===== src/verilog/oats_pkg.sv =====
`default_nettype none
package oats_pkg;
    // ==========================================================
    // clock
    localparam int CLK_PERIOD_NS = 10;

    // ==========================================================
    // command bytes (first, second, third control byte)
    localparam int CMD_BITS = 24;
    localparam logic [7:0] OP_ODD_PIXEL_ZEBRA_TEST = 8'hE8;
    localparam logic [7:0] OP_EVEN_PIXEL_ZEBRA_TEST = 8'hE4;
    localparam logic [7:0] OP_ALL_PIXEL_ZEBRA_TEST = 8'hE2;
    localparam logic [7:0] OP_NULL_ZEBRA_TEST = 8'hE1;
    localparam logic [7:0] OP_SLEEP_COMMAND = 8'hC6;
    localparam logic [7:0] OP_WAKE_COMMAND = 8'hC3;
    localparam logic [7:0] OP_CHIP_RESET_COMMAND = 8'hF0;
    localparam logic [15:0] CMD_ZERO_TAIL = 16'h0000;

    // ==========================================================
    // pixels
    localparam logic [7:0] PIXEL_FIRST = 8'h01;
    localparam logic [7:0] PIXEL_LAST = 8'h90;

    // ==========================================================
    // timing
    localparam int FRAME_READY_DELAY_NS = 200000;
    localparam int FRAME_READY_DELAY_CYCLES = (FRAME_READY_DELAY_NS + CLK_PERIOD_NS - 1) / CLK_PERIOD_NS;
    localparam int WAKE_TIME_NS = 500000;
    localparam int WAKE_TIME_CYCLES = (WAKE_TIME_NS + CLK_PERIOD_NS - 1) / CLK_PERIOD_NS;
    localparam int COUNT_W = 32;

    // ==========================================================
    // checksum
    localparam logic [15:0] CRC_POLY = 16'h1021;
    localparam logic [15:0] CRC_CLEAR_VALUE = 16'h0000;
    localparam logic [7:0] CRC_INIT_BYTE = 8'hFF;
    localparam int BUF_DEPTH = 2;

    typedef enum logic [2:0] {
        PAT_NONE = 3'b000,
        PAT_ODD = 3'b001,
        PAT_EVEN = 3'b010,
        PAT_ALL = 3'b011,
        PAT_NULL = 3'b100
    } oats_pattern_type;

    typedef enum logic [1:0] {
        ZB_IDLE = 2'b00,
        ZB_INTEG = 2'b01,
        ZB_READY = 2'b10
    } oats_zebra_type;

    typedef enum logic [1:0] {
        FR_IDLE = 2'b00,
        FR_DATA = 2'b01,
        FR_CRC1 = 2'b10,
        FR_CRC2 = 2'b11
    } oats_frame_type;

    // one byte into the checksum register, most significant bit first
    function automatic logic [15:0] crcByte(input logic [15:0] c, input logic [7:0] d);
        logic [15:0] r;
        logic fb;
        r = c;
        for (int i = 7; i >= 0; i--) begin
            fb = r[15] ^ d[i];
            r = {r[14:0], 1'b0} ^ (fb ? CRC_POLY : 16'h0000);
        end
        return r;
    endfunction
endpackage
`default_nettype wire


===== src/verilog/oats_sensor_ctrl.sv =====
`timescale 1ns/100ps
`default_nettype none
// Operation
// - 0xE8,0,0 selects odd-pixel zebra test
// - odd test: odd pixels high, even low
// - 0xE4,0,0: odd pixels low, even high
// - even test: zebra pixel 1 reads low
// - 0xE2,0,0: all 144 pixels high
// - 0xE1: all 144 pixels read low
// - null test: temperature byte reads dark
// - zebra integration starts on chip select high
// - fixed time, frame-ready after fixed delay
// - zebra frame read like integration frame
// - 0xC6,0,0 sleeps analog, oscillator, ADC; code drops only analogEnable and internalOscillatorEnable, no ADC enable
// - 0xC3,0,0 wakes; wait wake-up time
// - chip reset accepted always, recovery applies only when reset from sleep
// - 16-bit checksum over bytes 0..N-3 appended
// - polynomial x16 + x12 + x5 + 1
// - clear to zero, shift 0xFFFF first
// - first byte bits 16..9, second 8..1
// - rising frame-ready means read-out may start
module oats_sensor_ctrl #(
    parameter int FRAME_READY_CYCLES = oats_pkg::FRAME_READY_DELAY_CYCLES,
    parameter int WAKE_CYCLES = oats_pkg::WAKE_TIME_CYCLES
) (
    input wire logic clk,
    input wire logic reset_n,
    input wire logic chipSelectN,
    input wire logic spiClk,
    input wire logic spiMosi,
    input wire logic readOutStart,
    input wire logic [7:0] pixelIndex,
    output logic pixelHigh,
    output logic temperatureDark,
    output logic frameDoneFlag,
    output logic analogEnable,
    output logic internalOscillatorEnable,
    output logic wakeBusy,
    output logic chipResetPulse,
    output oats_pkg::oats_pattern_type activePattern,
    input wire logic frameInValid,
    input wire logic [7:0] frameInData,
    input wire logic frameInLast,
    output logic frameInReady,
    output logic frameOutValid,
    output logic [7:0] frameOutData,
    input wire logic frameOutReady
);
    import oats_pkg::*;

    // ==========================================================
    // pin synchronisers and command shifter
    logic csSync1_q, csSync_q, csPrev_q;
    logic sclkSync1_q, sclkSync_q, sclkPrev_q;
    logic mosiSync1_q, mosiSync_q;
    logic [CMD_BITS-1:0] shift_q, shift_d;
    logic [4:0] bitCnt_q, bitCnt_d;
    logic csRise, sclkRise, cmdTaken;
    logic [7:0] opByte;

    assign csRise = csSync_q & ~csPrev_q;
    assign sclkRise = sclkSync_q & ~sclkPrev_q;
    assign opByte = shift_q[23:16];
    assign cmdTaken = csRise && (bitCnt_q == 5'(CMD_BITS)) && (shift_q[15:0] == CMD_ZERO_TAIL);

    always_comb begin
        shift_d = shift_q;
        bitCnt_d = bitCnt_q;
        if (csSync_q) begin
            if (csRise) begin
                bitCnt_d = 5'h00;
            end
        end else if (sclkRise) begin
            shift_d = {shift_q[CMD_BITS-2:0], mosiSync_q};
            if (bitCnt_q != 5'h1F) begin
                bitCnt_d = bitCnt_q + 5'h01;
            end
        end
    end

    always_ff @(posedge clk or negedge reset_n) begin
        if (!reset_n) begin
            csSync1_q <= 1'b1;
            csSync_q <= 1'b1;
            csPrev_q <= 1'b1;
            sclkSync1_q <= 1'b0;
            sclkSync_q <= 1'b0;
            sclkPrev_q <= 1'b0;
            mosiSync1_q <= 1'b0;
            mosiSync_q <= 1'b0;
            shift_q <= 24'h000000;
            bitCnt_q <= 5'h00;
        end else begin
            csSync1_q <= chipSelectN;
            csSync_q <= csSync1_q;
            csPrev_q <= csSync_q;
            sclkSync1_q <= spiClk;
            sclkSync_q <= sclkSync1_q;
            sclkPrev_q <= sclkSync_q;
            mosiSync1_q <= spiMosi;
            mosiSync_q <= mosiSync1_q;
            shift_q <= shift_d;
            bitCnt_q <= bitCnt_d;
        end
    end

    // ==========================================================
    // command execution: zebra, sleep, wake, chip reset
    oats_zebra_type zState_q, zState_d;
    oats_pattern_type pattern_q, pattern_d;
    logic [COUNT_W-1:0] zCnt_q, zCnt_d, wCnt_q, wCnt_d;
    logic sleep_q, sleep_d;
    logic isZebra, isSleep, isWake, isReset;
    oats_pattern_type decoded;

    always_comb begin
        decoded = PAT_NONE;
        case (opByte)
            OP_ODD_PIXEL_ZEBRA_TEST: decoded = PAT_ODD;
            OP_EVEN_PIXEL_ZEBRA_TEST: decoded = PAT_EVEN;
            OP_ALL_PIXEL_ZEBRA_TEST: decoded = PAT_ALL;
            OP_NULL_ZEBRA_TEST: decoded = PAT_NULL;
            default: decoded = PAT_NONE;
        endcase
    end

    assign isZebra = cmdTaken && (decoded != PAT_NONE) && !sleep_q && (wCnt_q == '0);
    assign isSleep = cmdTaken && (opByte == OP_SLEEP_COMMAND);
    assign isWake = cmdTaken && (opByte == OP_WAKE_COMMAND) && sleep_q;
    assign isReset = cmdTaken && (opByte == OP_CHIP_RESET_COMMAND);

    always_comb begin
        zState_d = zState_q;
        pattern_d = pattern_q;
        zCnt_d = zCnt_q;
        sleep_d = sleep_q;
        wCnt_d = (wCnt_q != '0) ? wCnt_q - 1'b1 : wCnt_q;
        case (zState_q)
            ZB_INTEG: begin
                if (zCnt_q <= COUNT_W'(1)) begin
                    zState_d = ZB_READY;
                end else begin
                    zCnt_d = zCnt_q - 1'b1;
                end
            end
            ZB_READY: begin
                if (readOutStart) begin
                    zState_d = ZB_IDLE;
                end
            end
            ZB_IDLE: zState_d = ZB_IDLE;
            default: zState_d = ZB_IDLE;
        endcase
        if (isZebra) begin
            zState_d = ZB_INTEG;
            pattern_d = decoded;
            zCnt_d = COUNT_W'(FRAME_READY_CYCLES);
        end
        if (isSleep) begin
            sleep_d = 1'b1;
            zState_d = ZB_IDLE;
        end
        if (isWake || (isReset && sleep_q)) begin
            sleep_d = 1'b0;
            wCnt_d = COUNT_W'(WAKE_CYCLES);
        end
        if (isReset) begin
            zState_d = ZB_IDLE;
            pattern_d = PAT_NONE;
        end
    end

    always_ff @(posedge clk or negedge reset_n) begin
        if (!reset_n) begin
            zState_q <= ZB_IDLE;
            pattern_q <= PAT_NONE;
            zCnt_q <= '0;
            wCnt_q <= '0;
            sleep_q <= 1'b0;
        end else begin
            zState_q <= zState_d;
            pattern_q <= pattern_d;
            zCnt_q <= zCnt_d;
            wCnt_q <= wCnt_d;
            sleep_q <= sleep_d;
        end
    end

    // ==========================================================
    // registered outputs: flags and test pixel levels
    logic pixHigh_q, pixHigh_d, tempDark_q, rstPulse_q, done_q;

    always_comb begin
        pixHigh_d = 1'b0;
        if (pixelIndex >= PIXEL_FIRST && pixelIndex <= PIXEL_LAST) begin
            case (pattern_q)
                PAT_ODD: pixHigh_d = pixelIndex[0];
                PAT_EVEN: pixHigh_d = ~pixelIndex[0];
                PAT_ALL: pixHigh_d = 1'b1;
                PAT_NULL: pixHigh_d = 1'b0;
                PAT_NONE: pixHigh_d = 1'b0;
                default: pixHigh_d = 1'b0;
            endcase
        end
    end

    always_ff @(posedge clk or negedge reset_n) begin
        if (!reset_n) begin
            pixHigh_q <= 1'b0;
            tempDark_q <= 1'b0;
            rstPulse_q <= 1'b0;
            done_q <= 1'b0;
        end else begin
            pixHigh_q <= pixHigh_d;
            tempDark_q <= (pattern_d == PAT_NULL);
            rstPulse_q <= isReset;
            done_q <= (zState_d == ZB_READY);
        end
    end

    assign pixelHigh = pixHigh_q;
    assign temperatureDark = tempDark_q;
    assign frameDoneFlag = done_q;
    assign analogEnable = ~sleep_q;
    assign internalOscillatorEnable = ~sleep_q;
    assign wakeBusy = (wCnt_q != '0);
    assign chipResetPulse = rstPulse_q;
    assign activePattern = pattern_q;

    // ==========================================================
    // frame checksum and two-entry output buffer
    oats_frame_type fState_q, fState_d;
    logic [15:0] crc_q, crc_d, crcSeed;
    logic [7:0] bufMem_q [BUF_DEPTH];
    logic rdPtr_q, wrPtr_q;
    logic [1:0] count_q;
    logic pushValid, push, pop;
    logic [7:0] pushData;

    assign crcSeed = crcByte(crcByte(CRC_CLEAR_VALUE, CRC_INIT_BYTE), CRC_INIT_BYTE);
    assign frameInReady = (count_q != 2'(BUF_DEPTH)) && (fState_q == FR_IDLE || fState_q == FR_DATA);
    assign pop = frameOutValid && frameOutReady;
    assign push = pushValid && (count_q != 2'(BUF_DEPTH));

    always_comb begin
        fState_d = fState_q;
        crc_d = crc_q;
        pushValid = 1'b0;
        pushData = frameInData;
        case (fState_q)
            FR_IDLE, FR_DATA: begin
                pushValid = frameInValid;
                if (frameInValid && frameInReady) begin
                    crc_d = crcByte((fState_q == FR_IDLE) ? crcSeed : crc_q, frameInData);
                    fState_d = frameInLast ? FR_CRC1 : FR_DATA;
                end
            end
            FR_CRC1: begin
                pushValid = 1'b1;
                pushData = crc_q[15:8];
                if (push) begin
                    fState_d = FR_CRC2;
                end
            end
            FR_CRC2: begin
                pushValid = 1'b1;
                pushData = crc_q[7:0];
                if (push) begin
                    fState_d = FR_IDLE;
                end
            end
            default: fState_d = FR_IDLE;
        endcase
    end

    always_ff @(posedge clk or negedge reset_n) begin
        if (!reset_n) begin
            fState_q <= FR_IDLE;
            crc_q <= CRC_CLEAR_VALUE;
            bufMem_q[0] <= 8'h00;
            bufMem_q[1] <= 8'h00;
            rdPtr_q <= 1'b0;
            wrPtr_q <= 1'b0;
            count_q <= 2'h0;
        end else begin
            fState_q <= fState_d;
            crc_q <= crc_d;
            if (push) begin
                bufMem_q[wrPtr_q] <= pushData;
                wrPtr_q <= ~wrPtr_q;
            end
            if (pop) begin
                rdPtr_q <= ~rdPtr_q;
            end
            count_q <= count_q + 2'(push) - 2'(pop);
        end
    end

    assign frameOutValid = (count_q != 2'h0);
    assign frameOutData = bufMem_q[rdPtr_q];

    // ==========================================================
    // checks
    // high checksum byte as it was pushed, for the self-check on the low byte
    logic [7:0] crcHi_q;
    logic [COUNT_W-1:0] sinceCs_q;
    always_ff @(posedge clk or negedge reset_n) begin
        if (!reset_n) begin
            sinceCs_q <= '0;
            crcHi_q <= 8'h00;
        end else begin
            sinceCs_q <= isZebra ? COUNT_W'(1) : ((sinceCs_q != '0) ? sinceCs_q + 1'b1 : sinceCs_q);
            crcHi_q <= (fState_q == FR_CRC1 && push) ? pushData : crcHi_q;
        end
    end

    zebra_on_cs_a: assert property (@(posedge clk) disable iff (!reset_n)
        $rose(zState_q == ZB_INTEG) |-> $past(csRise))
        else $error("zebra integration started without chip select rise");
    ready_delay_a: assert property (@(posedge clk) disable iff (!reset_n)
        $rose(frameDoneFlag) |-> (sinceCs_q == COUNT_W'(FRAME_READY_CYCLES + 1)))
        else $error("frame ready not at fixed delay");
    odd_level_a: assert property (@(posedge clk) disable iff (!reset_n)
        (pattern_q == PAT_ODD && $stable(pattern_q) && pixelIndex == 8'h8F) |=> pixelHigh)
        else $error("odd pixel not high in odd test");
    even_zebra_a: assert property (@(posedge clk) disable iff (!reset_n)
        (pattern_q == PAT_EVEN && $stable(pattern_q) && pixelIndex == PIXEL_FIRST) |=> !pixelHigh)
        else $error("zebra pixel high in even test");
    null_temp_a: assert property (@(posedge clk) disable iff (!reset_n)
        (pattern_q == PAT_NULL) |-> temperatureDark)
        else $error("temperature not dark in null test");
    sleep_off_a: assert property (@(posedge clk) disable iff (!reset_n)
        isSleep |=> !analogEnable && !internalOscillatorEnable)
        else $error("analog still on after sleep");
    wake_busy_a: assert property (@(posedge clk) disable iff (!reset_n)
        isWake |=> wakeBusy [*8])
        else $error("wake time not applied");
    reset_sleep_a: assert property (@(posedge clk) disable iff (!reset_n)
        (isReset && sleep_q) |=> analogEnable && wakeBusy && chipResetPulse)
        else $error("chip reset not taken in sleep");
    crc_order_a: assert property (@(posedge clk) disable iff (!reset_n)
        (fState_q == FR_CRC2 && push) |-> (pushData == crc_q[7:0]) && $past(fState_q) != FR_IDLE)
        else $error("checksum byte order wrong");
    crc_zero_a: assert property (@(posedge clk) disable iff (!reset_n)
        (fState_q == FR_CRC2 && push) |-> (crcByte(crcByte(crc_q, crcHi_q), pushData) == CRC_CLEAR_VALUE))
        else $error("frame checksum check failed");
endmodule // oats_sensor_ctrl
`default_nettype wire


===== config.mk =====
export PLATFORM = sky130hd
export DESIGN_NAME = oats_sensor_ctrl
export DESIGN_NICKNAME = d
export VERILOG_FILES = /design/src/verilog/oats_pkg.sv /design/src/verilog/oats_sensor_ctrl.sv
export SDC_FILE = /design/constraint.sdc
export NUM_CORES = 1
export LEC_CHECK = 0
export ABC_AREA = 1
export BUFFER_PORTS_ARGS = -buffer_cell sky130_fd_sc_hd__buf_2
export CORE_ASPECT_RATIO = 1.5
export CORE_UTILIZATION = 50
export CTS_BUF_LIST = sky130_fd_sc_hd__clkbuf_2
export DETAILED_ROUTE_END_ITERATION = 10
export PLACE_DENSITY = 0.67
export SLEW_MARGIN = 20
export SYNTH_ARGS = -nofsm -noshare
export SYNTH_HDL_FRONTEND = slang
export SYNTH_SLANG_ARGS = --single-unit

===== constraint.sdc =====
create_clock -name clk -period 2.5 [get_ports clk]
set_input_delay 0.375 -clock clk [delete_from_list [all_inputs] [get_ports clk]]
set_output_delay 0.375 -clock clk [all_outputs]
set_load 0.005 [all_outputs]

After elaboration in Yosys (flattened, before gate mapping)
Index checks and enable logic that the tools add are counted.

operators by class
  bitwise logic cells = 27
  mux-type cells = 44
  add/subtract/negate cells = 5
  order comparisons = 6
  reductions and logical operators = 37
  equal/unequal tests = 25

operator list
  kind                                                                                  number
  32-bit two-way mux                                                                    5
  16-bit by 13-bit bitwise XOR with 16-bit output                                       8
  13-bit two-way mux                                                                    8
  32-bit by 1-bit subtractor with 32-bit output (second input constant)                 2
  8-bit == test (second input constant)                                                 7
  32-bit by 1-bit less-or-equal comparator with 1-bit output (second input constant)    1
  32-bit zero test                                                                      1
  8-bit two-way mux                                                                     4
  32-bit nonzero test                                                                   1
  5-bit two-way mux                                                                     4
  2-bit two-way mux                                                                     9
  16-bit bitwise mux                                                                    1
  1-bit logical AND                                                                     16
  16-bit zero test                                                                      1
  16-bit two-way mux                                                                    1
  8-bit case mux with 2 select lines                                                    1
  3-bit case mux with 4 select lines                                                    1
  2-bit nonzero test                                                                    6
  2-bit inequality test (second input constant)                                         5
  8-bit demux with 1-bit select                                                         1
  2-bit == test (second input constant)                                                 4
  8-bit by 1-bit greater-or-equal comparator with 1-bit output (second input constant)  1
  8-bit less-or-equal comparator (second input constant)                                1
  1-bit bitwise XOR                                                                     8
  other kinds (28)                                                                      47

word-level totals
  output and inout port bits = 20
  bits in registers = 149
  input bits = 25

Longest topological paths before layout
Gate-level depths: netlist of the first run.

  depth after elaboration = 26
  mapped depth = 13
  gate-level depth less buffers = 12

Least setup slack after synthesis of the first run
Ideal clock, no wire load.

  kind = register -> register
  start = register wCnt_q[0]
  end = register tempDark_q (netlist: temperatureDark)
  period minus slack after synthesis = 1781 ps
  arrival time = 1662 ps
  buffers on the path = 0
  stages on the path, launching flop included = 12
  setup slack = 719 ps
  library setup time = 119 ps
  cell sequence = dfrtp_1 > inv_1 > ha_1 > nand2_2 > nor2_4 > nand2_1 > nor2_4 > nand4_4 > nand2_1 > nand2_1 > nand3_2 > nor2_2

on the way
  longest elaborated chain between the ends = 5

RTL lines
  element                 line                     text
  start, declared         oats_sensor_ctrl.sv:111  logic [COUNT_W-1:0] zCnt_q, zCnt_d, wCnt_q, wCnt_d;
  start signal, assigned  oats_sensor_ctrl.sv:184  wCnt_q <= wCnt_d;
  32-bit zero test        oats_sensor_ctrl.sv:127  assign isZebra = cmdTaken && (decoded != PAT_NONE) && !sleep_q && (wCnt_q == '0);
  1-bit logical AND       oats_sensor_ctrl.sv:127
  3-bit two-way mux       oats_sensor_ctrl.sv:154  if (isZebra) begin
  3-bit two-way mux       oats_sensor_ctrl.sv:167  if (isReset) begin
  3-bit == test           oats_sensor_ctrl.sv:215  tempDark_q <= (pattern_d == PAT_NULL);
  end signal, assigned    oats_sensor_ctrl.sv:215
  end, declared           oats_sensor_ctrl.sv:191  logic pixHigh_q, pixHigh_d, tempDark_q, rstPulse_q, done_q;

Every way passes these cells.
A chain may end at the register's enable or synchronous reset.

Final worst setup path of the first run
  start = register wCnt_q[12]
  end = output wakeBusy

on the way
  longest elaborated chain between the ends = 1

RTL lines
  element              line                     text
  32-bit nonzero test  oats_sensor_ctrl.sv:226  assign wakeBusy = (wCnt_q != '0);
  end, declared        oats_sensor_ctrl.sv:38   output logic wakeBusy,

Every way passes these cells.

==> results by group, run 1 <==
Synthesis
  • Syn. warnings: 0
  • Synth Register Bits: 149
  • Top cells by count, synth: nand2_1, nor2_1, dfrtp_1, inv_1, o21ai_0
  • Main synth FF type: dfrtp_1
  • Share of synthesized registers carrying an async set or reset: 100%
  • Top-count cell post-synth: nand2_1
  • Largest cells by area after synthesis: dfrtp_1, nand2_1, nor2_1, inv_1, o21ai_0
  • Seq/Total Area, Yosys: 44.5%
  • Syn avg cell area: 7.76 sq um
  • Mapped cell area: 8390 sq um
  • Mapped Nets: 1116
  • Post-synthesis cell type count: 55
  • Post-synth top area share: 43.5%
  • EDFF count, synth: 0
  • Synth Instances: 1081
  • Synth area leader: dfrtp_1

Pwr
  • Int Pwr: 0.00409 W
  • P_leak: 5.22 nW
  • Seq pwr share: 45.2%
  • Maximum vdd ir drop: 0.000709 V
  • Power per Cell Area: 703 nW/um^2
  • Total power: 0.00663 W
  • Clk pwr share: 21.5%
  • Sw Pwr: 0.00254 W
  • Switch share: 38.3%
  • Gate power share: 33.2%

Timing
  • Crit path time final: 2.41 ns
  • Final Max Tran Viols: 0
  • Worst Tran Pin Value: 0.521 ns
  • Final Cycle Share: 96.6%
  • Fmax: 414 MHz
  • Clock Skews: 0.0501 ns
  • Final setup violation count: 0
  • Hold Slack: 0.0477 ns
  • Final Hold Viols: 0
  • Slew HR: 65.2%

Global routing
  • Initial antenna violation count: 1
  • First-pass GRT wire length: 32700 um
  • Gr usage total: 24.2%
  • Grt ovf: 0
  • Largest net degree at the start of global routing: 52
  • Number of global-route vias before repair: 6958

CTS
  • H-tree depth: 4
  • TritonCTS clock tree: built
  • Worst-Skew Late Latency: 0.77 ns
  • Clock buffer depth: 2
  • Total CTS buffers: 17
  • Sink Count: 149
  • CTS root buf: clkbuf_2
  • Reg clk slew, reported paths: 0.28 ns

Placement
  • GP Congestion: 0.908
  • I/O Buffers: 44
  • HPWL Detailed: 14100 um
  • DP Cell Count: 1326

Route
  • Drt pass-1 iters: 5
  • Vias/cell: 5.16
  • DRC violations left: 0
  • WL/cell: 13.9 um
  • Antenna Nets Post-Route: 0
  • Total number of vias: 7158
  • WL final: 19300 um
  • Initial DRC Count: 336

Critical path
  • Critical path required time: 2.12 ns
  • WS Path Type: reg -> out
  • CP Capture Type: output pin
  • Worst-path maximum fanout: 4
  • Crit-path cells: nor2_2, nand2_1, nor2_1, nand2_2, nor2_4, inv_2, buf_2
  • Worst r2r path cells: 7
  • Worst setup SP type: flop
  • CP peak stage delay: 0.50 ns
  • Slowest CP cell: dfrtp_1
  • Crit path DAT: 2.04 ns

Final layout
  • Layout Nets: 1202
  • Layout cells sized above 1: 17.1%
  • Area growth, synth to finish: 12.3%
  • Post-route insts no fill: 1387

Min path
  • Worst Hold Class: in -> async

Die
  • Starting density of the core: 51.4%
  • Die width: 108 um
  • Die H: 161 um
  • Core box area: 16300 sq um
  • Die ar.: 17300 sq um
  • IO Count: 45
  • Std-Cell Rows: 57

Status
  • Status: finished, final reports clean

Job
  • Max Cap Violations: 0
==> state kept, by name, summed over array words and instances (netlist names), 2 cells and up <==
signal         cells
crc_q             16
count_q            2
shift_q           24
fState_q           2
activePattern      3
bitCnt_q           5
wCnt_q            32
bufMem_q          16
zCnt_q            32
zState_q           2
==> metrics by stage <==
step	area, sq um	setup slack, ns	utilization [%]	setup TNS (ns)
4_1_cts	9290	0.00127	56.9	0
3_3_place_gp	8870	0.382	54.3	0
3_5_place_dp	8870	0.331	54.3	0
6_report	9430	0.0858	57.7	0
5_1_grt	9430	-0.0262	57.7	-0.0262
2_1_floorplan	8390	0.719	-	0
==> layout by cell type, fill, tap and decap left out, types with 3 or more instances in the layout <==
master         instances
xor2_1                27
buf_4                 28
o22ai_1                3
nand4_1               18
inv_6                  6
nor2_2                23
or2_2                  3
a21oi_1               17
xor2_2                 4
nand3_1               52
nand2_4                3
clkbuf_2              18
mux2_2                 8
nor2_4                 9
and3_1                 4
nor2_1               172
ha_1                   9
nand3b_1               4
xnor2_1               13
o221ai_1               5
o21bai_1               3
nand2_1              267
dlygate4sd3_1         13
o21ai_1               10
inv_2                  7
inv_1                121
o21ai_2                3
nor3_2                 6
buf_2                 43
o211ai_1               5
nor3_1                14
nand2_2               12
o21ai_0               61
inv_8                  3
dfstp_2                3
dfrtp_1              144
==> cells by family after synthesis <==
group                      share of synthesized area, %
AOI/OAI and AO/OA                                  7.99
xor gates and xnor gates                           5.99
adders and majority gates                          1.49
buffers and inverters                              7.31
DFF                                                44.5
muxes                                              1.07
and+or+nand+nor                                    31.7
==> power by group through the flow <==
| stage | Sequential, W | Combinational (W) | Clock (W) |
|---|---|---|---|
| 3_3_place_gp | 0.00304 | 0.00213 | 0 |
| 5_1_grt | 0.00304 | 0.00251 | 0.00158 |
| 2_1_floorplan | 0.00296 | 0.00167 | 0 |
| 3_5_place_dp | 0.00305 | 0.00217 | 0 |
| 4_1_cts | 0.00300 | 0.00223 | 0.00148 |
| 6_report | 0.00300 | 0.00220 | 0.00143 |
==> cell type report <==
class	count	area (sq um)
flip-flops and latches	149	3730
fillers	1524	6900
diodes	1	2.50
well taps	206	258
repair buffers	86	587
multi-input cells	782	4100
clock inverters	14	158
inverters	131	497
clock buffers	18	90.1
==> path summary, 6_finish.rpt <==
kind | start | to | slack [ns]
setup / recovery | wCnt_q[12] | wakeBusy | 0.09
hold / removal | reset_n | zCnt_q[23] | 0.05
setup reg to reg | count_q[1] | fState_q[1] | 0.26
hold reg to reg | csSync1_q | csSync_q | 0.38
max in group asynchronous | reset_n | csSync1_q | 1.67
min in group clk | frameInData[7] | bufMem_q[15] | 0.08
==> critical path: cells and delay by family, from the launching register on <==
family                 cells  cell delay, ns
and+or+nand+nor            5            0.58
DFF                        1            0.50
buffers and inverters      2            0.20
==> routing by layer <==
layer | vias up | wire, um | GRT usage (%)
met1 | 3342 | 7860 | 28.4
met5 | - | 0 | 0
met4 | 0 | 646 | 9.96
met2 | 163 | 10100 | 42.9
li1 | 3593 | - | -
met3 | 60 | 657 | 4.30
==> timing repair <==
action | CTS | global route
setup endpoints to repair | 1 | 6
pin swaps | 2 | 8
hold buffers | 13 | 0
buffers inserted | 3 | 12
gates resized for setup | 3 | 20
endpoints found under the hold margin | 144 | 0
(Power assumes the default switching activity.)
==> run 2: changes to the inputs <==
CELL_PAD_IN_SITES_DETAIL_PLACEMENT = 0   (was default)
CELL_PAD_IN_SITES_GLOBAL_PLACEMENT = 1   (was default)
CORE_MARGIN = 5   (was default)
CORE_UTILIZATION = 48   (was 50)
PLACE_DENSITY = default   (was 0.67)
PLACE_DENSITY_LB_ADDON = 0.1   (was default)
==> results by group, run 2 (synthesized netlist as in run 1, its figures left out) <==
Critical path
  • Slowest CP cell: dfrtp_1
  • Worst-path maximum fanout: 4 (unchanged)
  • Worst r2r path cells: 11 (+4)
  • Worst setup SP type: flop
  • Buf/Inv on CP: 3 (+1)
  • WS Path Type: reg -> out
  • Crit path DAT: 1.99 ns (-0.05 ns)
  • RR Endpoint: zCnt_q[28]
  • R2R Setup Slk: 0.30 ns (+0.04 ns)
  • Worst R2R Start: zCnt_q[0]
  • Critical path required time: 2.12 ns (about the same)
  • Crit-path cells: inv_1, ha_4, nand2_2, nor2_4, nand2_2, nor2_4, inv_2, buf_6
  • CP Capture Type: output pin
  • CP peak stage delay: 0.45 ns (-0.05 ns)
  • Crit path max-delay family: flip-flops

Timing
  • Clock Skews: 0.0472 ns (-0.00291 ns)
  • Worst Tran Pin Value: 0.649 ns (+0.127 ns)
  • Slew HR: 56.8% (-8.5 points)
  • Final Max Tran Viols: 0 (unchanged)
  • Crit path time final: 2.37 ns (-0.0467 ns)
  • Fmax: 422 MHz (+2.0%)
  • Final worst-path setup slack: 0.132 ns (+0.0467 ns)
  • Hold Slack: 0.0912 ns (+0.0435 ns)
  • RSZ-0062 raised after global routing: true
  • Final Cycle Share: 94.7% (-1.9 points)
  • Final setup violation count: 0 (unchanged)
  • Final Hold Viols: 0 (unchanged)

Pwr
  • Switch share: 36.4% (-1.9 points)
  • Power per Cell Area: 717 nW/um^2 (+2.0%)
  • Sw Pwr: 0.00250 W (-1.8%)
  • Maximum vdd ir drop: 0.000597 V (-16%)
  • Gate power share: 32.1% (-1.1 points)
  • P_leak: 5.29 nW (+1.4%)
  • Seq pwr share: 43.6% (-1.6 points)
  • Clk pwr share: 24.3% (+2.8 points)
  • Int Pwr: 0.00436 W (+6.6%)

Final layout
  • Filler Cells Inserted: 1774 (+16%)
  • Top Registers: wCnt_q x32, zCnt_q x32, shift_q x24
  • Layout Nets: 1210 (+0.67%)
  • Layout cells sized above 1: 17.2% (+0.053 points)
  • Most common cell after layout, fill and taps aside: nand2_1
  • Most frequent cells in the layout: nand2_1, nor2_1, dfrtp_1
  • Storage cell area: 3730 sq um (unchanged)
  • Multi-input logic area: 4100 sq um (-0.12%)
  • Area growth, synth to finish: 13.9%

Route
  • Vias/cell: 5.01 (-2.9%)
  • Antenna Nets Post-Route: 0 (unchanged)
  • DRC violations left: 0 (unchanged)
  • WL/cell: 14.3 um (+2.6%)
  • Drt pass-1 iters: 5 (unchanged)
  • Total number of vias: 7034 (-1.7%)
  • Initial DRC Count: 282 (-16%)
  • WL final: 20000 um (+3.8%)

CTS
  • H-tree depth: 4 (unchanged)
  • Sink Count: 149 (unchanged)
  • Clock buffer depth: 2 (unchanged)
  • CTS root buf: clkbuf_2
  • Worst-Skew Late Latency: 0.76 ns (about the same)
  • Reg clk slew, reported paths: 0.24 ns (-0.04 ns)
  • Total CTS buffers: 17 (unchanged)
  • TritonCTS clock tree: built

Placement
  • GP Congestion: 0.869 (-4.3%)
  • HPWL Detailed: 15000 um (+6.4%)
  • Place WS: 0.299 ns (-0.0323 ns)
  • I/O Buffers: 44 (unchanged)

Die
  • Die ar.: 20300 sq um (+17%)
  • Core box area: 17300 sq um (+5.8%)
  • Die H: 172 um (+7.0%)
  • IO Count: 45 (unchanged)
  • Die width: 118 um (+9.4%)
  • Std-Cell Rows: 59 (+3.5%)
  • Starting density of the core: 48.6% (-2.8 points)

Global routing
  • Initial antenna violation count: 1 (unchanged)
  • First-pass GRT wire length: 34300 um (+4.6%)
  • Number of global-route vias before repair: 7019 (+0.88%)
  • Gr usage total: 20.7% (-3.5 points)
  • Grt ovf: 0 (unchanged)
  • Largest net degree at the start of global routing: 64 (+23%)

Min path
  • Worst hold path startpoint: frameInData[6]
  • WHS Path Cells: 4
  • Worst Hold Class: in -> reg
  • Hold EP: crc_q[11]

Status
  • Status: finished, final reports clean

Job
  • Max Cap Violations: 0 (unchanged)
run 2: worst min-delay path: cells and delay by family:
kind,cells,cell delay [ns]
AOI/OAI and AO/OA,1,0.08
xor gates and xnor gates,2,0.24
buffers and inverters,1,0.14
run 2: metrics by stage:
step           utilization (%)  instances  total power, W  TNS [ns]  cell area, sq um
6_report                  55.4       1403         0.00686         0              9560
5_1_grt                   55.4       1403         0.00743   -0.0349              9560
3_5_place_dp              51.5       1334         0.00524         0              8900
3_3_place_gp              51.5       1334         0.00521         0              8900
2_1_floorplan                -       1081         0.00464         0              8390
4_1_cts                   54.3       1382         0.00698         0              9380
run 2: worst max path at each step:
stage                          start              end  depth (start not counted)
after floorplan            wCnt_q[0]  temperatureDark                         11
after global placement     wCnt_q[0]       zCnt_q[31]                         11
after detailed placement   wCnt_q[0]       zCnt_q[31]                         11
after CTS                  wCnt_q[0]         wakeBusy                          8
after global routing      wCnt_q[27]         wakeBusy                          7
final                      wCnt_q[1]         wakeBusy                          8
run 2: per-layer routing:
metal	vias up	part of all wire (%)	track usage, %	wire length (um)
li1	3601	-	-	-
met1	3303	42	24.6	8520
met2	95	53	38.4	10600
met3	35	2.6	3.99	528
met4	0	2.1	5.74	422
met5	-	0	0	0
run 2: area by class of cell:
cell class	instances	share of cell area, %
multi-input cells	782	42.8
well taps	213	2.79
clock inverters	15	2.22
inverters	131	5.16
clock buffers	17	0.890
diodes	2	0.0523
repair buffers	94	6.99
flip-flops and latches	149	39.1
run 2: power by group through the flow:
| stage | combinational (W) | clock, W | sequential [W] |
|---|---|---|---|
| 2_1_floorplan | 0.00167 | 0 | 0.00296 |
| 3_3_place_gp | 0.00217 | 0 | 0.00303 |
| 3_5_place_dp | 0.00220 | 0 | 0.00304 |
| 4_1_cts | 0.00225 | 0.00173 | 0.00299 |
| 5_1_grt | 0.00254 | 0.00184 | 0.00305 |
| 6_report | 0.00220 | 0.00167 | 0.00299 |
run 2: repair_timing:
item,CTS,global route
buffers inserted,2,19
endpoints found under the setup margin,1,1
hold buffers,14,0
hold endpoints to repair,81,0
resized for setup,5,15
pin swaps,2,7
gates cloned,0,0
==> run 3: changes to the inputs <==
ABC_AREA = default   (was 1)
CORE_ASPECT_RATIO = 1.25   (was 1.5)
CORE_UTILIZATION = 50   (was 48)
==> results by group, run 3 <==
Status
  • Status: finished with violations
  • Violations in the final reports: setup timing

Critical path
  • Critical path required time: 2.12 ns (about the same)
  • CP peak stage delay: 0.52 ns (+0.07 ns)
  • WS Path Type: reg -> out
  • CP Capture Type: output pin
  • Worst setup SP type: flop
  • Worst r2r path cells: 10 (-1)
  • Crit path DAT: 2.80 ns (+0.81 ns)
  • Slowest CP cell: or4_1
  • Worst-path maximum fanout: 2 (-2)
  • Crit-path cells: or4_1, or4_4, buf_6, nor4_4, inv_2, buf_4, buf_2

Synthesis
  • Largest cells by area after synthesis: dfrtp_1, mux2_2, xnor2_1, nor2_1, xor2_1
  • Synth Instances: 741 (-31%)
  • Mapped cell area: 7650 sq um (-8.9%)
  • Mapped Nets: 776 (-30%)
  • Post-synth top area share: 47.8% (+4.2 points)
  • Top cells by count, synth: dfrtp_1, nor2_1, mux2_2, nand2_1, xnor2_1
  • Top-count cell post-synth: dfrtp_1
  • Share of synthesized registers carrying an async set or reset: 100% (unchanged)
  • Synth area leader: dfrtp_1
  • EDFF count, synth: 0 (unchanged)
  • Post-synthesis cell type count: 63 (+15%)
  • Seq/Total Area, Yosys: 48.8% (+4.3 points)
  • Synth Register Bits: 149 (unchanged)
  • Syn avg cell area: 10.3 sq um (+33%)
  • Syn. warnings: 0 (unchanged)
  • Main synth FF type: dfrtp_1

Placement
  • I/O Buffers: 44 (unchanged)
  • GP Congestion: 0.800 (-7.9%)
  • DP Cell Count: 991 (-26%)
  • HPWL Detailed: 11500 um (-23%)

Global routing
  • Number of global-route vias before repair: 5872 (-16%)
  • Initial antenna violation count: 1 (unchanged)
  • Grt ovf: 0 (unchanged)
  • Largest net degree at the start of global routing: 59 (-7.8%)
  • First-pass GRT wire length: 28600 um (-16%)
  • Gr usage total: 19.6% (-1.2 points)

Route
  • Vias/cell: 5.52 (+10%)
  • Total number of vias: 5833 (-17%)
  • Initial DRC Count: 213 (-24%)
  • WL final: 16700 um (-17%)
  • Antenna Nets Post-Route: 0 (unchanged)
  • DRC violations left: 0 (unchanged)
  • Drt pass-1 iters: 4 (-1)
  • WL/cell: 15.8 um (+10%)

Final layout
  • Layout Nets: 895 (-26%)
  • Filler Cells Inserted: 1255 (-29%)
  • Post-route insts no fill: 1056 (-25%)
  • Layout cells sized above 1: 30.4% (+13 points)
  • Most common cell after layout, fill and taps aside: dfrtp_1
  • Area growth, synth to finish: 21.8%
  • Top Registers: wCnt_q x32, zCnt_q x32, shift_q x24
  • Most frequent cells in the layout: dfrtp_1, nor2_1, buf_4

Timing
  • Fmax: 315 MHz (-25%)
  • RSZ-0062 raised after global routing: true
  • Final worst-path setup slack: -0.677 ns (-0.810 ns)
  • Total Neg Setup Slack: -16.41 ns (-16.41 ns)
  • Final Cycle Share: 127% (+32 points)
  • Slew HR: 57.0% (+0.20 points)
  • Final setup violation count: 58 (+58)
  • Final Hold Viols: 0 (unchanged)
  • Hold Slack: 0.106 ns (+0.0145 ns)
  • Worst Tran Pin Value: 0.629 ns (-0.0192 ns)
  • Final Max Tran Viols: 0 (unchanged)
  • Crit path time final: 3.18 ns (+0.810 ns)
  • Clock Skews: 0.0329 ns (-0.0143 ns)

CTS
  • TritonCTS clock tree: built
  • Total CTS buffers: 17 (unchanged)
  • H-tree depth: 4 (unchanged)
  • Worst-Skew Late Latency: 0.73 ns (-0.03 ns)
  • Clock buffer depth: 2 (unchanged)
  • Reg clk slew, reported paths: 0.24 ns (about the same)
  • CTS root buf: clkbuf_2
  • Sink Count: 149 (unchanged)

Die
  • IO Count: 45 (unchanged)
  • Core box area: 15000 sq um (-13%)
  • Die width: 121 um (+2.3%)
  • Std-Cell Rows: 50 (-15%)
  • Die H: 148 um (-14%)
  • Die ar.: 17900 sq um (-12%)
  • Starting density of the core: 50.9% (+2.4 points)

Pwr
  • Power per Cell Area: 746 nW/um^2 (+4.0%)
  • P_leak: 4.40 nW (-17%)
  • Maximum vdd ir drop: 0.000762 V (+28%)

Min path
  • Worst Hold Class: in -> reg
  • WHS Path Cells: 4 (unchanged)

Job
  • Max Cap Violations: 0 (unchanged)
-- run 3: cell types whose count changed after synthesis, sizes merged, moves of 30 or more --
| cell | change |
|---|---|
| xnor2 | +30 |
| inv | -112 |
| nand3 | -39 |
| nand2 | -233 |
| mux2 | +43 |
| nor2 | -127 |
| o21ai | -48 |
-- run 3: layer usage --
| layer | GRT usage, % | share of wire, % | vias up |
|---|---|---|---|
| li1 | - | - | 2877 |
| met1 | 25.8 | 45 | 2853 |
| met2 | 32.6 | 51 | 89 |
| met3 | 4.18 | 3.2 | 14 |
| met4 | 5.61 | 0.92 | 0 |
| met5 | 0 | 0 | - |
-- run 3: critical path, delay by kind of cell, from the launching register on --
kind          cells  cell delay (ns)
buf+inv           4             0.47
simple gates      3             1.19
flops             1             0.43
-- run 3: path summary, 6_finish.rpt --
| kind | start | to | slack (ns) |
|---|---|---|---|
| max in group asynchronous | reset_n | csSync1_q | 1.61 |
| min | frameInData[7] | crc_q[7] | 0.11 |
| max | wCnt_q[23] | wakeBusy | -0.68 |
| min in group asynchronous | reset_n | bufMem_q[7] | 0.16 |
| max reg2reg | wCnt_q[23] | temperatureDark | -0.60 |
| min reg2reg | csSync1_q | csSync_q | 0.37 |
-- run 3: what timing repair did --
action,4_1_cts,5_1_grt
setup buffers,15,3
resized for setup,22,22
endpoints found under the setup margin,49,71
pin swaps,16,15
endpoints found under the hold margin,118,0
cloned,2,1
hold buffers,13,0
-- run 3: kinds of logic (layout without fill, tap and decap cells) --
family / after synthesis / in the layout / share of synthesized area [%]
AOI/OAI and AO/OA: 114 / 114 / 9.54
xor gates and xnor gates: 75 / 75 / 8.59
adders and majority gates: 10 / 10 / 1.64
buffers and inverters: 53 / 185 / 2.90
DFF: 149 / 149 / 48.8
muxes: 61 / 61 / 8.82
other: 0 / 1 / 0
and+or+nand+nor: 279 / 279 / 19.7
-- run 3: layout make-up --
class | count | area (sq um) | area share, %
multi-input cells | 539 | 3880 | 41.7
inverters | 17 | 63.8 | 0.685
clock buffers | 17 | 85.1 | 0.914
well taps | 182 | 228 | 2.45
flip-flops and latches | 149 | 3730 | 40.1
diodes | 1 | 2.50 | 0.0269
clock inverters | 15 | 215 | 2.31
repair buffers | 136 | 1100 | 11.8
-- run 3: stage by stage --
step / instance area, sq um / power [W] / worst slack (ns) / util, %
after floorplan: 7720 / 0.00472 / -0.218 / -
after global placement: 8500 / 0.00528 / -0.0914 / 56.6
after detailed placement: 8500 / 0.00536 / -0.103 / 56.6
after CTS: 9200 / 0.00704 / -0.738 / 61.3
after global routing: 9310 / 0.00745 / -0.854 / 62.0
final: 9310 / 0.00695 / -0.677 / 62.0
-- run 3: where the power goes --
group / switching, W / internal [W]
registers: 0.000334 / 0.00282
clock network: 0.000956 / 0.000689
logic: 0.00101 / 0.00114
total: 0.00230 / 0.00465
